==> config.mk <==
export PLATFORM = sky130hd
export DESIGN_NAME = pchp_host_port
export DESIGN_NICKNAME = d
export VERILOG_FILES = /design/src/logic/pchp_pkg.sv /design/src/logic/pchp_sync.sv /design/src/logic/pchp_irq_dma.sv /design/src/logic/pchp_host_port.sv
export SDC_FILE = /design/constraint.sdc
export NUM_CORES = 1
export LEC_CHECK = 0
export ABC_AREA = 1
export BUFFER_PORTS_ARGS = -buffer_cell sky130_fd_sc_hd__buf_4
export CAP_MARGIN = 20
export CORE_MARGIN = 2
export CORE_UTILIZATION = 40
export DETAILED_ROUTE_END_ITERATION = 10
export GPL_TIMING_DRIVEN = 0
export MAX_ROUTING_LAYER = met4
export PLACE_DENSITY = 0.61
export SETUP_SLACK_MARGIN = 0.3
export SYNTH_ARGS = -nofsm -noshare
export SYNTH_HDL_FRONTEND = slang
export SYNTH_SLANG_ARGS = --single-unit
==> constraint.sdc <==
create_clock -name i_clk -period 2.7 [get_ports i_clk]
set_input_delay 0.54 -clock i_clk [delete_from_list [all_inputs] [get_ports i_clk]]
set_output_delay 0.54 -clock i_clk [all_outputs]
set_load 0.01 [all_outputs]
==> src/logic/pchp_pkg.sv <==
package pchp_pkg;

    localparam int CLK_PERIOD_NS = 50;

    // port offsets on the two low address lines
    localparam logic [1:0] PORT_DATA = 2'h0;
    localparam logic [1:0] PORT_STATUS = 2'h1;
    localparam logic [1:0] PORT_CONFIG = 2'h2;
    localparam logic [1:0] PORT_CONTROL = 2'h3;

    // hardware status bit positions
    localparam int STAT_UC_HI = 7;
    localparam int STAT_UC_LO = 6;
    localparam int STAT_IRQ = 5;
    localparam int STAT_DRQ = 4;
    localparam int STAT_BUSY = 3;
    localparam int STAT_CD = 2;
    localparam int STAT_IO = 1;
    localparam int STAT_REQ = 0;

    // control port bit positions
    localparam int CTRL_DMA_EN_BIT = 0;
    localparam int CTRL_IRQ_EN_BIT = 1;

    localparam logic [7:0] BYTE_ZERO = 8'h00;

    // board reset pulse, least time
    localparam int BOARD_RESET_NS = 1000;
    localparam int BOARD_RESET_CYC =
        (BOARD_RESET_NS + CLK_PERIOD_NS - 1) / CLK_PERIOD_NS;
    localparam int RST_CNT_W = 8;

    // slave mode strobe, least time; must cover the data synchroniser
    localparam int SLAVE_STROBE_NS = 150;
    localparam int SLAVE_STROBE_CYC =
        (SLAVE_STROBE_NS + CLK_PERIOD_NS - 1) / CLK_PERIOD_NS;
    localparam int STB_CNT_W = 4;

    localparam int SLAVE_AW = 5;

    typedef struct packed {
        logic sel_n;
        logic rd_n;
        logic wr_n;
        logic a9;
        logic a2;
        logic a1;
        logic a0;
        logic [7:0] data;
    } pchp_pins_t;

    typedef struct packed {
        logic valid;
        logic [7:0] data;
    } pchp_byte_t;

    typedef enum {
        SLV_IDLE,
        SLV_STROBE,
        SLV_DONE
    } pchp_slave_state_t;

endpackage : pchp_pkg

==> src/logic/pchp_sync.sv <==
`timescale 1ns/10ps
// two-flop synchroniser for the asynchronous host pins
module pchp_sync (
    input wire logic i_clk,
    input wire logic i_resetn,
    input wire logic i_clk_en,
    input wire pchp_pkg::pchp_pins_t i_pins,
    output pchp_pkg::pchp_pins_t o_pins
);
    import pchp_pkg::*;

    pchp_pins_t meta_r;
    pchp_pins_t sync_r;

    // strobes idle high, so reset to the inactive pin levels
    localparam pchp_pins_t PINS_IDLE = '{sel_n: 1'b1, rd_n: 1'b1,
        wr_n: 1'b1, a9: 1'b0, a2: 1'b0, a1: 1'b0, a0: 1'b0,
        data: BYTE_ZERO};

    always_ff @(posedge i_clk or negedge i_resetn) begin
        if (!i_resetn) begin
            meta_r <= PINS_IDLE;
            sync_r <= PINS_IDLE;
        end else if (i_clk_en) begin
            meta_r <= i_pins;
            sync_r <= meta_r;
        end
    end

    assign o_pins = sync_r;

endmodule : pchp_sync

==> src/logic/pchp_irq_dma.sv <==
`timescale 1ns/10ps
// host interrupt flip-flop and dma request gating
module pchp_irq_dma (
    input wire logic i_clk,
    input wire logic i_resetn,
    input wire logic i_clk_en,
    input wire logic i_wr_ctrl,
    input wire logic [7:0] i_wdata,
    input wire logic i_board_reset,
    input wire logic i_irq_event,
    input wire logic i_dma_pending_flag,
    output logic o_irq_pending,
    output logic o_irq_line,
    output logic o_irq_oe_n,
    output logic o_dma_line,
    output logic o_irq_enable,
    output logic o_dma_enable
);
    import pchp_pkg::*;

    logic irq_en_r;
    logic dma_en_r;
    logic irq_ff_r;
    logic dma_line_r;

    always_ff @(posedge i_clk or negedge i_resetn) begin
        if (!i_resetn) begin
            irq_en_r <= 1'b0;
            dma_en_r <= 1'b0;
        end else if (i_clk_en) begin
            if (i_board_reset) begin
                irq_en_r <= 1'b0;
                dma_en_r <= 1'b0;
            end else if (i_wr_ctrl) begin
                irq_en_r <= i_wdata[CTRL_IRQ_EN_BIT];
                dma_en_r <= i_wdata[CTRL_DMA_EN_BIT];
            end
        end
    end

    // event only latches while enabled; disable or reset wipes it
    always_ff @(posedge i_clk or negedge i_resetn) begin
        if (!i_resetn) begin
            irq_ff_r <= 1'b0;
        end else if (i_clk_en) begin
            if (i_board_reset || !irq_en_r) begin
                irq_ff_r <= 1'b0;
            end else if (i_irq_event) begin
                irq_ff_r <= 1'b1;
            end
        end
    end

    always_ff @(posedge i_clk or negedge i_resetn) begin
        if (!i_resetn) begin
            dma_line_r <= 1'b0;
        end else if (i_clk_en) begin
            dma_line_r <= i_dma_pending_flag && dma_en_r && !i_board_reset;
        end
    end

    assign o_irq_pending = irq_ff_r && irq_en_r;
    assign o_irq_line = irq_ff_r && irq_en_r;
    assign o_irq_oe_n = !irq_en_r;
    assign o_dma_line = dma_line_r;
    assign o_irq_enable = irq_en_r;
    assign o_dma_enable = dma_en_r;

endmodule : pchp_irq_dma

==> src/logic/pchp_host_port.sv <==
`timescale 1ns/10ps
module pchp_host_port (
    input wire logic i_clk,
    input wire logic i_resetn,
    input wire logic i_clk_en,
    input wire logic i_host_port_select_n,
    input wire logic i_host_rd_n,
    input wire logic i_host_wr_n,
    input wire logic i_host_addr_bit_nine,
    input wire logic i_host_addr_bit_two,
    input wire logic i_host_addr_bit_one,
    input wire logic i_host_addr_bit_zero,
    input wire logic [7:0] i_host_data,
    output logic [7:0] o_host_data,
    output logic o_host_data_oe_n,
    output logic o_host_interrupt_line,
    output logic o_host_interrupt_line_oe_n,
    output logic o_host_dma_request_line,
    input wire logic i_bus_flavor_bit,
    input wire logic i_slave_mode,
    input wire logic i_reset_enable,
    input wire logic [1:0] i_uc_status_hi,
    input wire logic i_cmd_status_flag,
    input wire logic i_host_reads_flag,
    input wire logic [7:0] i_drive_config,
    input wire logic i_command_busy_flag,
    input wire logic i_irq_event,
    input wire logic i_dma_pending_flag,
    input wire logic i_local_cpu_int_clear,
    output logic o_local_cpu_interrupt,
    output logic o_board_reset,
    input wire logic [7:0] i_buf_rd_data,
    input wire logic i_buf_rd_valid,
    output logic o_buf_rd_take,
    output pchp_pkg::pchp_byte_t o_buf_wr,
    input wire logic i_buf_wr_ready,
    input wire logic i_slave_start,
    input wire logic i_slave_write,
    input wire logic [pchp_pkg::SLAVE_AW-1:0] i_slave_reg_addr,
    input wire logic [7:0] i_slave_wdata,
    output logic [7:0] o_slave_rdata,
    output logic o_slave_done,
    output logic [pchp_pkg::SLAVE_AW-1:0] o_slave_reg_addr,
    output logic o_slave_rd_n,
    output logic o_slave_wr_n
);
    import pchp_pkg::*;

    function automatic logic port_is(input pchp_pins_t p,
                                     input logic [1:0] off);
        // high address lines do not take part in the decode
        port_is = ({p.a1, p.a0} == off);
    endfunction : port_is

    ////////////////////////////////////////////////////////////////////
    // pin synchronisation and strobe edges

    pchp_pins_t pins_raw;
    pchp_pins_t pins;
    logic rd_act;
    logic wr_act;
    logic rd_act_r;
    logic wr_act_r;
    logic rd_start;
    logic rd_end;
    logic wr_end;
    logic port_on;
    pchp_pins_t wr_hold_r;

    assign pins_raw = '{sel_n: i_host_port_select_n, rd_n: i_host_rd_n,
        wr_n: i_host_wr_n, a9: i_host_addr_bit_nine,
        a2: i_host_addr_bit_two, a1: i_host_addr_bit_one,
        a0: i_host_addr_bit_zero, data: i_host_data};

    pchp_sync u_sync (
        .i_clk(i_clk),
        .i_resetn(i_resetn),
        .i_clk_en(i_clk_en),
        .i_pins(pins_raw),
        .o_pins(pins)
    );

    // AT map and slave mode live elsewhere; this map sleeps then
    assign port_on = !i_bus_flavor_bit && !i_slave_mode;
    assign rd_act = port_on && !pins.sel_n && !pins.rd_n;
    assign wr_act = port_on && !pins.sel_n && !pins.wr_n;

    always_ff @(posedge i_clk or negedge i_resetn) begin
        if (!i_resetn) begin
            rd_act_r <= 1'b0;
            wr_act_r <= 1'b0;
        end else if (i_clk_en) begin
            rd_act_r <= rd_act;
            wr_act_r <= wr_act;
        end
    end

    assign rd_start = rd_act && !rd_act_r;
    assign rd_end = !rd_act && rd_act_r;
    assign wr_end = !wr_act && wr_act_r;

    // address and data are taken while the strobe is still low
    always_ff @(posedge i_clk or negedge i_resetn) begin
        if (!i_resetn) begin
            wr_hold_r <= '0;
        end else if (i_clk_en && wr_act) begin
            wr_hold_r <= pins;
        end
    end

    ////////////////////////////////////////////////////////////////////
    // board reset and microcontroller interrupt

    logic [RST_CNT_W-1:0] rst_cnt_r;
    logic board_reset_r;
    logic local_int_r;
    logic reset_hit;
    logic select_hit;

    assign reset_hit = wr_end && port_is(wr_hold_r, PORT_STATUS);
    assign select_hit = wr_end && port_is(wr_hold_r, PORT_CONFIG);

    always_ff @(posedge i_clk or negedge i_resetn) begin
        if (!i_resetn) begin
            rst_cnt_r <= '0;
            board_reset_r <= 1'b0;
        end else if (i_clk_en) begin
            if (reset_hit && i_reset_enable) begin
                rst_cnt_r <= RST_CNT_W'(BOARD_RESET_CYC - 1);
                board_reset_r <= 1'b1;
            end else if (rst_cnt_r != '0) begin
                rst_cnt_r <= rst_cnt_r - 1'b1;
            end else begin
                board_reset_r <= 1'b0;
            end
        end
    end

    // sticky until firmware clears it; a new write wins over the clear
    always_ff @(posedge i_clk or negedge i_resetn) begin
        if (!i_resetn) begin
            local_int_r <= 1'b0;
        end else if (i_clk_en) begin
            if ((reset_hit && !i_reset_enable) || select_hit) begin
                local_int_r <= 1'b1;
            end else if (i_local_cpu_int_clear) begin
                local_int_r <= 1'b0;
            end
        end
    end

    assign o_board_reset = board_reset_r;
    assign o_local_cpu_interrupt = local_int_r;

    ////////////////////////////////////////////////////////////////////
    // dma and interrupt control

    logic irq_pending;
    logic dma_line;

    pchp_irq_dma u_irq_dma (
        .i_clk(i_clk),
        .i_resetn(i_resetn),
        .i_clk_en(i_clk_en),
        .i_wr_ctrl(wr_end && port_is(wr_hold_r, PORT_CONTROL)),
        .i_wdata(wr_hold_r.data),
        .i_board_reset(board_reset_r),
        .i_irq_event(i_irq_event),
        .i_dma_pending_flag(i_dma_pending_flag),
        .o_irq_pending(irq_pending),
        .o_irq_line(o_host_interrupt_line),
        .o_irq_oe_n(o_host_interrupt_line_oe_n),
        .o_dma_line(dma_line),
        .o_irq_enable(),
        .o_dma_enable()
    );

    assign o_host_dma_request_line = dma_line;

    ////////////////////////////////////////////////////////////////////
    // hardware status

    logic [7:0] status;
    logic req_ready;

    // ready follows whichever buffer side the host is told to use
    assign req_ready = i_host_reads_flag ? i_buf_rd_valid
                                         : i_buf_wr_ready;

    always_comb begin
        status = BYTE_ZERO;
        status[STAT_UC_HI] = i_uc_status_hi[1];
        status[STAT_UC_LO] = i_uc_status_hi[0];
        status[STAT_IRQ] = irq_pending;
        status[STAT_DRQ] = dma_line;
        status[STAT_BUSY] = i_command_busy_flag || board_reset_r;
        status[STAT_CD] = i_cmd_status_flag;
        status[STAT_IO] = i_host_reads_flag;
        status[STAT_REQ] = req_ready && !board_reset_r;
    end

    ////////////////////////////////////////////////////////////////////
    // host reads

    logic [7:0] rd_data_r;
    logic rd_drive_r;
    logic rd_from_buf_r;

    // data is captured once at strobe start; a held read sees no change
    always_ff @(posedge i_clk or negedge i_resetn) begin
        if (!i_resetn) begin
            rd_data_r <= BYTE_ZERO;
            rd_drive_r <= 1'b0;
            rd_from_buf_r <= 1'b0;
        end else if (i_clk_en) begin
            if (rd_start) begin
                rd_drive_r <= !port_is(pins, PORT_CONTROL);
                rd_from_buf_r <= port_is(pins, PORT_DATA);
                unique case ({pins.a1, pins.a0})
                    PORT_DATA: rd_data_r <= i_buf_rd_data;
                    PORT_STATUS: rd_data_r <= status;
                    PORT_CONFIG: rd_data_r <= i_drive_config;
                    PORT_CONTROL: rd_data_r <= BYTE_ZERO;
                endcase
            end else if (!rd_act) begin
                rd_drive_r <= 1'b0;
            end
        end
    end

    // buffer advances only at the end of a data-port read
    assign o_buf_rd_take = i_clk_en && rd_end && rd_from_buf_r;

    ////////////////////////////////////////////////////////////////////
    // host writes into the buffer

    always_ff @(posedge i_clk or negedge i_resetn) begin
        if (!i_resetn) begin
            o_buf_wr <= '0;
        end else if (i_clk_en) begin
            o_buf_wr.valid <= wr_end && port_is(wr_hold_r, PORT_DATA);
            if (wr_end) begin
                o_buf_wr.data <= wr_hold_r.data;
            end
        end
    end

    ////////////////////////////////////////////////////////////////////
    // slave host mode: microcontroller drives a peripheral

    pchp_slave_state_t slv_state_r;
    logic [STB_CNT_W-1:0] stb_cnt_r;
    logic slv_write_r;
    logic [7:0] slv_wdata_r;

    always_ff @(posedge i_clk or negedge i_resetn) begin
        if (!i_resetn) begin
            slv_state_r <= SLV_IDLE;
            stb_cnt_r <= '0;
            slv_write_r <= 1'b0;
            slv_wdata_r <= BYTE_ZERO;
            o_slave_reg_addr <= '0;
            o_slave_rdata <= BYTE_ZERO;
        end else if (i_clk_en) begin
            unique case (slv_state_r)
                SLV_IDLE: begin
                    if (i_slave_mode && i_slave_start) begin
                        slv_state_r <= SLV_STROBE;
                        stb_cnt_r <= STB_CNT_W'(SLAVE_STROBE_CYC - 1);
                        slv_write_r <= i_slave_write;
                        slv_wdata_r <= i_slave_wdata;
                        o_slave_reg_addr <= i_slave_reg_addr;
                    end
                end
                SLV_STROBE: begin
                    if (stb_cnt_r != '0) begin
                        stb_cnt_r <= stb_cnt_r - 1'b1;
                    end else begin
                        // synchronised data lags the pins by two clocks
                        if (!slv_write_r) begin
                            o_slave_rdata <= pins.data;
                        end
                        slv_state_r <= SLV_DONE;
                    end
                end
                SLV_DONE: begin
                    slv_state_r <= SLV_IDLE;
                end
            endcase
        end
    end

    assign o_slave_done = slv_state_r == SLV_DONE;
    assign o_slave_rd_n = !(slv_state_r == SLV_STROBE && !slv_write_r);
    assign o_slave_wr_n = !(slv_state_r == SLV_STROBE && slv_write_r);

    ////////////////////////////////////////////////////////////////////
    // shared data pins

    logic slv_drive;

    assign slv_drive = slv_state_r == SLV_STROBE && slv_write_r;
    assign o_host_data = slv_drive ? slv_wdata_r : rd_data_r;
    assign o_host_data_oe_n = !((rd_drive_r && rd_act) || slv_drive);

endmodule : pchp_host_port

==> flow_summary.toml <==
[finish]
final_core_utilization_pct = 51.86
finish.net_count = 723
fraction_of_final_layout_cells_with_drive_strength_greater_than_1_pct = 26.52
post-route-cell-area_mm2 = 0.005922
synthToLayoutAreaGrowth_pct = 26.92
n_antenna_cell = 0

[synthesis]
post_synth_cell_types = 33
arithmetic_cell_share_of_the_synthesized_area_counting_full_adders_half_adders_and_majority_gates_pct = 1.609
synth_enable_flop_cells = 0
synth_largest_area_cell = "dfrtp_1"
commonest_cells_in_the_netlist = "nand2_1 (225), dfrtp_1 (93), inv_1 (53)"
ys_seq_area_share_pct = 53.26
syn-mean-instance-area_um2 = 8.561
mappedNetlistNets = 613
synth.top_cells.by_area = "dfrtp_1 (50%), nand2_1 (18%), inv_1 (4.3%)"
synth_top_family_by_area = "simple AND/OR/NAND/NOR gates"
post_synth_instance_area_mm2 = 0.004666
yosysWarnings = 0
synth_flop_cell = "dfrtp_1"
mux_cell_area_share_after_synthesis_pct = 1.931
async_flop_share_pct = 100.0
synth_xor_xnor_area_share_pct = 0.7509
yosys_register_bits = 99
yosys.cell_count.top_type = "nand2_1"
synthesized_area_fraction_occupied_by_and_or_nand_nor_cells_pct = 27.03
syn_inst = 545
synth_top_area_share_pct = 49.88
synth_compound_area_share_pct = 8.045

[run_status]
outcome = "completed"

[placed_design]
placement.cell_area_mm2 = 0.005608
portBuffers = 98
detailed_place_hpwl_um = 7885
globalplace.congestion = 0.8090

[clocking]
buffers_inserted_by_post_cts_timing_repair = 0
clk_pin_slew_worst_paths_ns = 0.07
clock_tree.buffer_depth = 2
htreeDepth = 3
cts.sinks = 99
post_cts_resized = 1
cts.root.buffer_cell = "clkbuf_16"
hold_fix_buffers_at_cts = 0
num_cts_buffers = 9
cts_tree = "yes"
clock_latency_ns = 0.33

[global_route]
globalRoute.totalOverflow = 0
maximum_number_of_pins_on_one_net_before_global_route_repair = 65
first_pass_grt_wire_length_um = 17680
grt_usage_pct = 17.90
grt_antenna_before_repair = 0
grt_pass1_vias = 3718

[floorplan]
fp-row-count = 39
die-width_um = 112
pin_count = 102
core_area_mm2 = 0.01142
die-area_mm2 = 0.01254
starting_density_of_the_core_pct = 40.86
die_extent_in_y_um = 112

[power_and_ir_drop]
static-leakage-power_nw = 3.117
p_sw_w = 0.001906
swShare_pct = 34.88
power.density_mw_per_mm2 = 922.7
p_int_w = 0.003558
vdd.ir_drop.worst_v = 0.0004264
power_frac_comb_pct = 34.9
sequentialPowerShare_pct = 41.6
power.clock.fraction_pct = 23.4

[sta]
max_freq_mhz = 435.0
final-hold-violation-count = 0
worst-slew-pin-transition_ns = 0.5875
final_period_minus_worst_setup_slack_ns = 2.299
worst_clock_skew_ns = 0.007141
max-slew-margin-rel_pct = 60.69
grt_setup_unrepaired = "false"
setup_viol = 0
report.final.slew_viol_count = 0
tns_ns = 0
period_share_pct = 85.14

[worst_setup_path]
setup.worst_path.end = "o_host_data[1]"
crit_path_max_fanout = 10
worst_setup_path_start_kind = "flop"
crit_arrival_ns = 1.76
cp_max_stage_cell = "dfrtp_1"
end_of_the_worst_register_to_register_path = "o_slave_rdata[7]$_DFFE_PN0P_"
required_ns = 2.16
critical_path_buf_inv_count = 3
worstPathCellList = "inv_1 -> ha_1 -> buf_4 -> nand2_8 -> mux2_2 -> buf_4"
path_delay_family = "buffers and inverters"
ff2ff_path_depth = 8
cell_with_the_most_instances_on_the_worst_path = "buf_4"
worst-setup-path-type = "reg -> out"
cp-end-kind = "output pin"
timing.critical_path.slowest_cell_delay_ns = 0.38
path_depth = 6
worst-r2r-setup-slack_ns = 1.17
reg2reg_from = "stb_cnt_r[0]$_DFFE_PN0P_"
startpoint = "slv_state_r[1]$_DFFE_PN0P_"

[job]
cap_viol_max_count = 0

[drt]
post_drt_wl_per_cell_um = 13.13
drt.antenna.violating_nets = 0
number_of_vias_in_the_routed_layout = 3764
drcViolationCount = 0
drt-total-wl_um = 10550
firstDrtPassIters = 4
routed_via_density = 4.687
drt_initial_violations = 265

[worst_hold_path]
holdCritPathClass = "in -> async"
==> power by group through the flow <==
stage	Clock, W	Combinational, W	Sequential (W)
global route	0.00138	0.00217	0.00233
detailed placement	0	0.00191	0.00229
finish	0.00128	0.00191	0.00228
CTS	0.00131	0.00192	0.00227
floorplan	0	0.00115	0.00228
global placement	0	0.00186	0.00227
==> layer usage <==
metal  GRT usage, %  wire length (um)  vias to the layer above
met5              -                 0                        -
met4          5.528               156                        0
met3          3.321               559                       16
met2          28.24              5027                       83
met1          23.68              4802                     1743
li1               -                 -                     1922
==> stage by stage <==
| step | power, W | worst slack (ns) | cells | hold WS, ns |
|---|---|---|---|---|
| final | 0.005464 | 0.4011 | 803 | 0.1616 |
| after global routing | 0.005883 | 0.3197 | 803 | 0.1788 |
| after CTS | 0.005511 | 0.3303 | 803 | 0.1698 |
| after detailed placement | 0.004201 | 0.6293 | 787 | 0.4573 |
| after global placement | 0.004127 | 0.6626 | 786 | 0.4503 |
| after floorplan | 0.003431 | 0.8666 | 545 | 0.2444 |
==> logic make-up (layout without fill, tap and decap cells) <==
family,Yosys count,after routing
buffers and inverters,76,191
AOI/OAI and AO/OA,65,65
and+or+nand+nor,287,287
DFF,99,99
muxes,8,8
xor gates and xnor gates,4,4
adders and majority gates,6,6
==> area by class of cell <==
type / instances / area [um^2]
fill: 1103 / 5497
timing repair buffer: 99 / 763.2
sequential: 99 / 2485
clock buffer: 12 / 246.5
multi-input combinational: 370 / 1851
clock inverter: 4 / 51.30
tap: 143 / 178.9
buffer: 17 / 122.6
inverter: 59 / 224.0
==> state kept, by name, indices dropped and copies added (netlist names) <==
register,cells
u_sync.meta_r,13
u_sync.o_pins,13
wr_hold_r,10
o_buf_wr,9
o_slave_rdata,8
rd_data_r,8
rst_cnt_r,8
slv_wdata_r,8
o_slave_reg_addr,5
stb_cnt_r,4
slv_state_r,2
o_board_reset,1
o_local_cpu_interrupt,1
rd_act_r,1
rd_drive_r,1
rd_from_buf_r,1
slv_write_r,1
u_irq_dma.irq_ff_r,1
u_irq_dma.o_dma_enable,1
u_irq_dma.o_dma_line,1
u_irq_dma.o_irq_enable,1
wr_act_r,1
==> cell usage in the layout (no fill, tap or decap), types with 6 or more instances in the layout <==
cell	instances
dfstp_2	6
inv_1	53
ha_1	6
o21ai_1	20
nor2_1	12
o21ai_0	30
o21ai_2	9
buf_4	102
clkbuf_16	9
nand2_1	225
mux2_2	8
dfrtp_1	93
nand3_1	29
==> how the worst min path moves through the flow <==
| stage | start | end | cells past startpoint |
|---|---|---|---|
| 2_1_floorplan | i_resetn | o_board_reset$_DFFE_PN0P_ | 0 |
| 3_3_place_gp | slv_wdata_r[4]$_DFFE_PN0P_ | slv_wdata_r[4]$_DFFE_PN0P_ | 2 |
| 3_5_place_dp | u_sync.meta_r[14]$_DFFE_PN1P_ | u_sync.meta_r[14]$_DFFE_PN1P_ | 2 |
| 4_1_cts | i_resetn | u_sync.meta_r[4]$_DFFE_PN0P_ | 1 |
| 5_1_grt | i_resetn | u_sync.meta_r[4]$_DFFE_PN0P_ | 1 |
| 6_report | i_resetn | u_sync.meta_r[4]$_DFFE_PN0P_ | 1 |
Power figures use the tool's default switching activity.
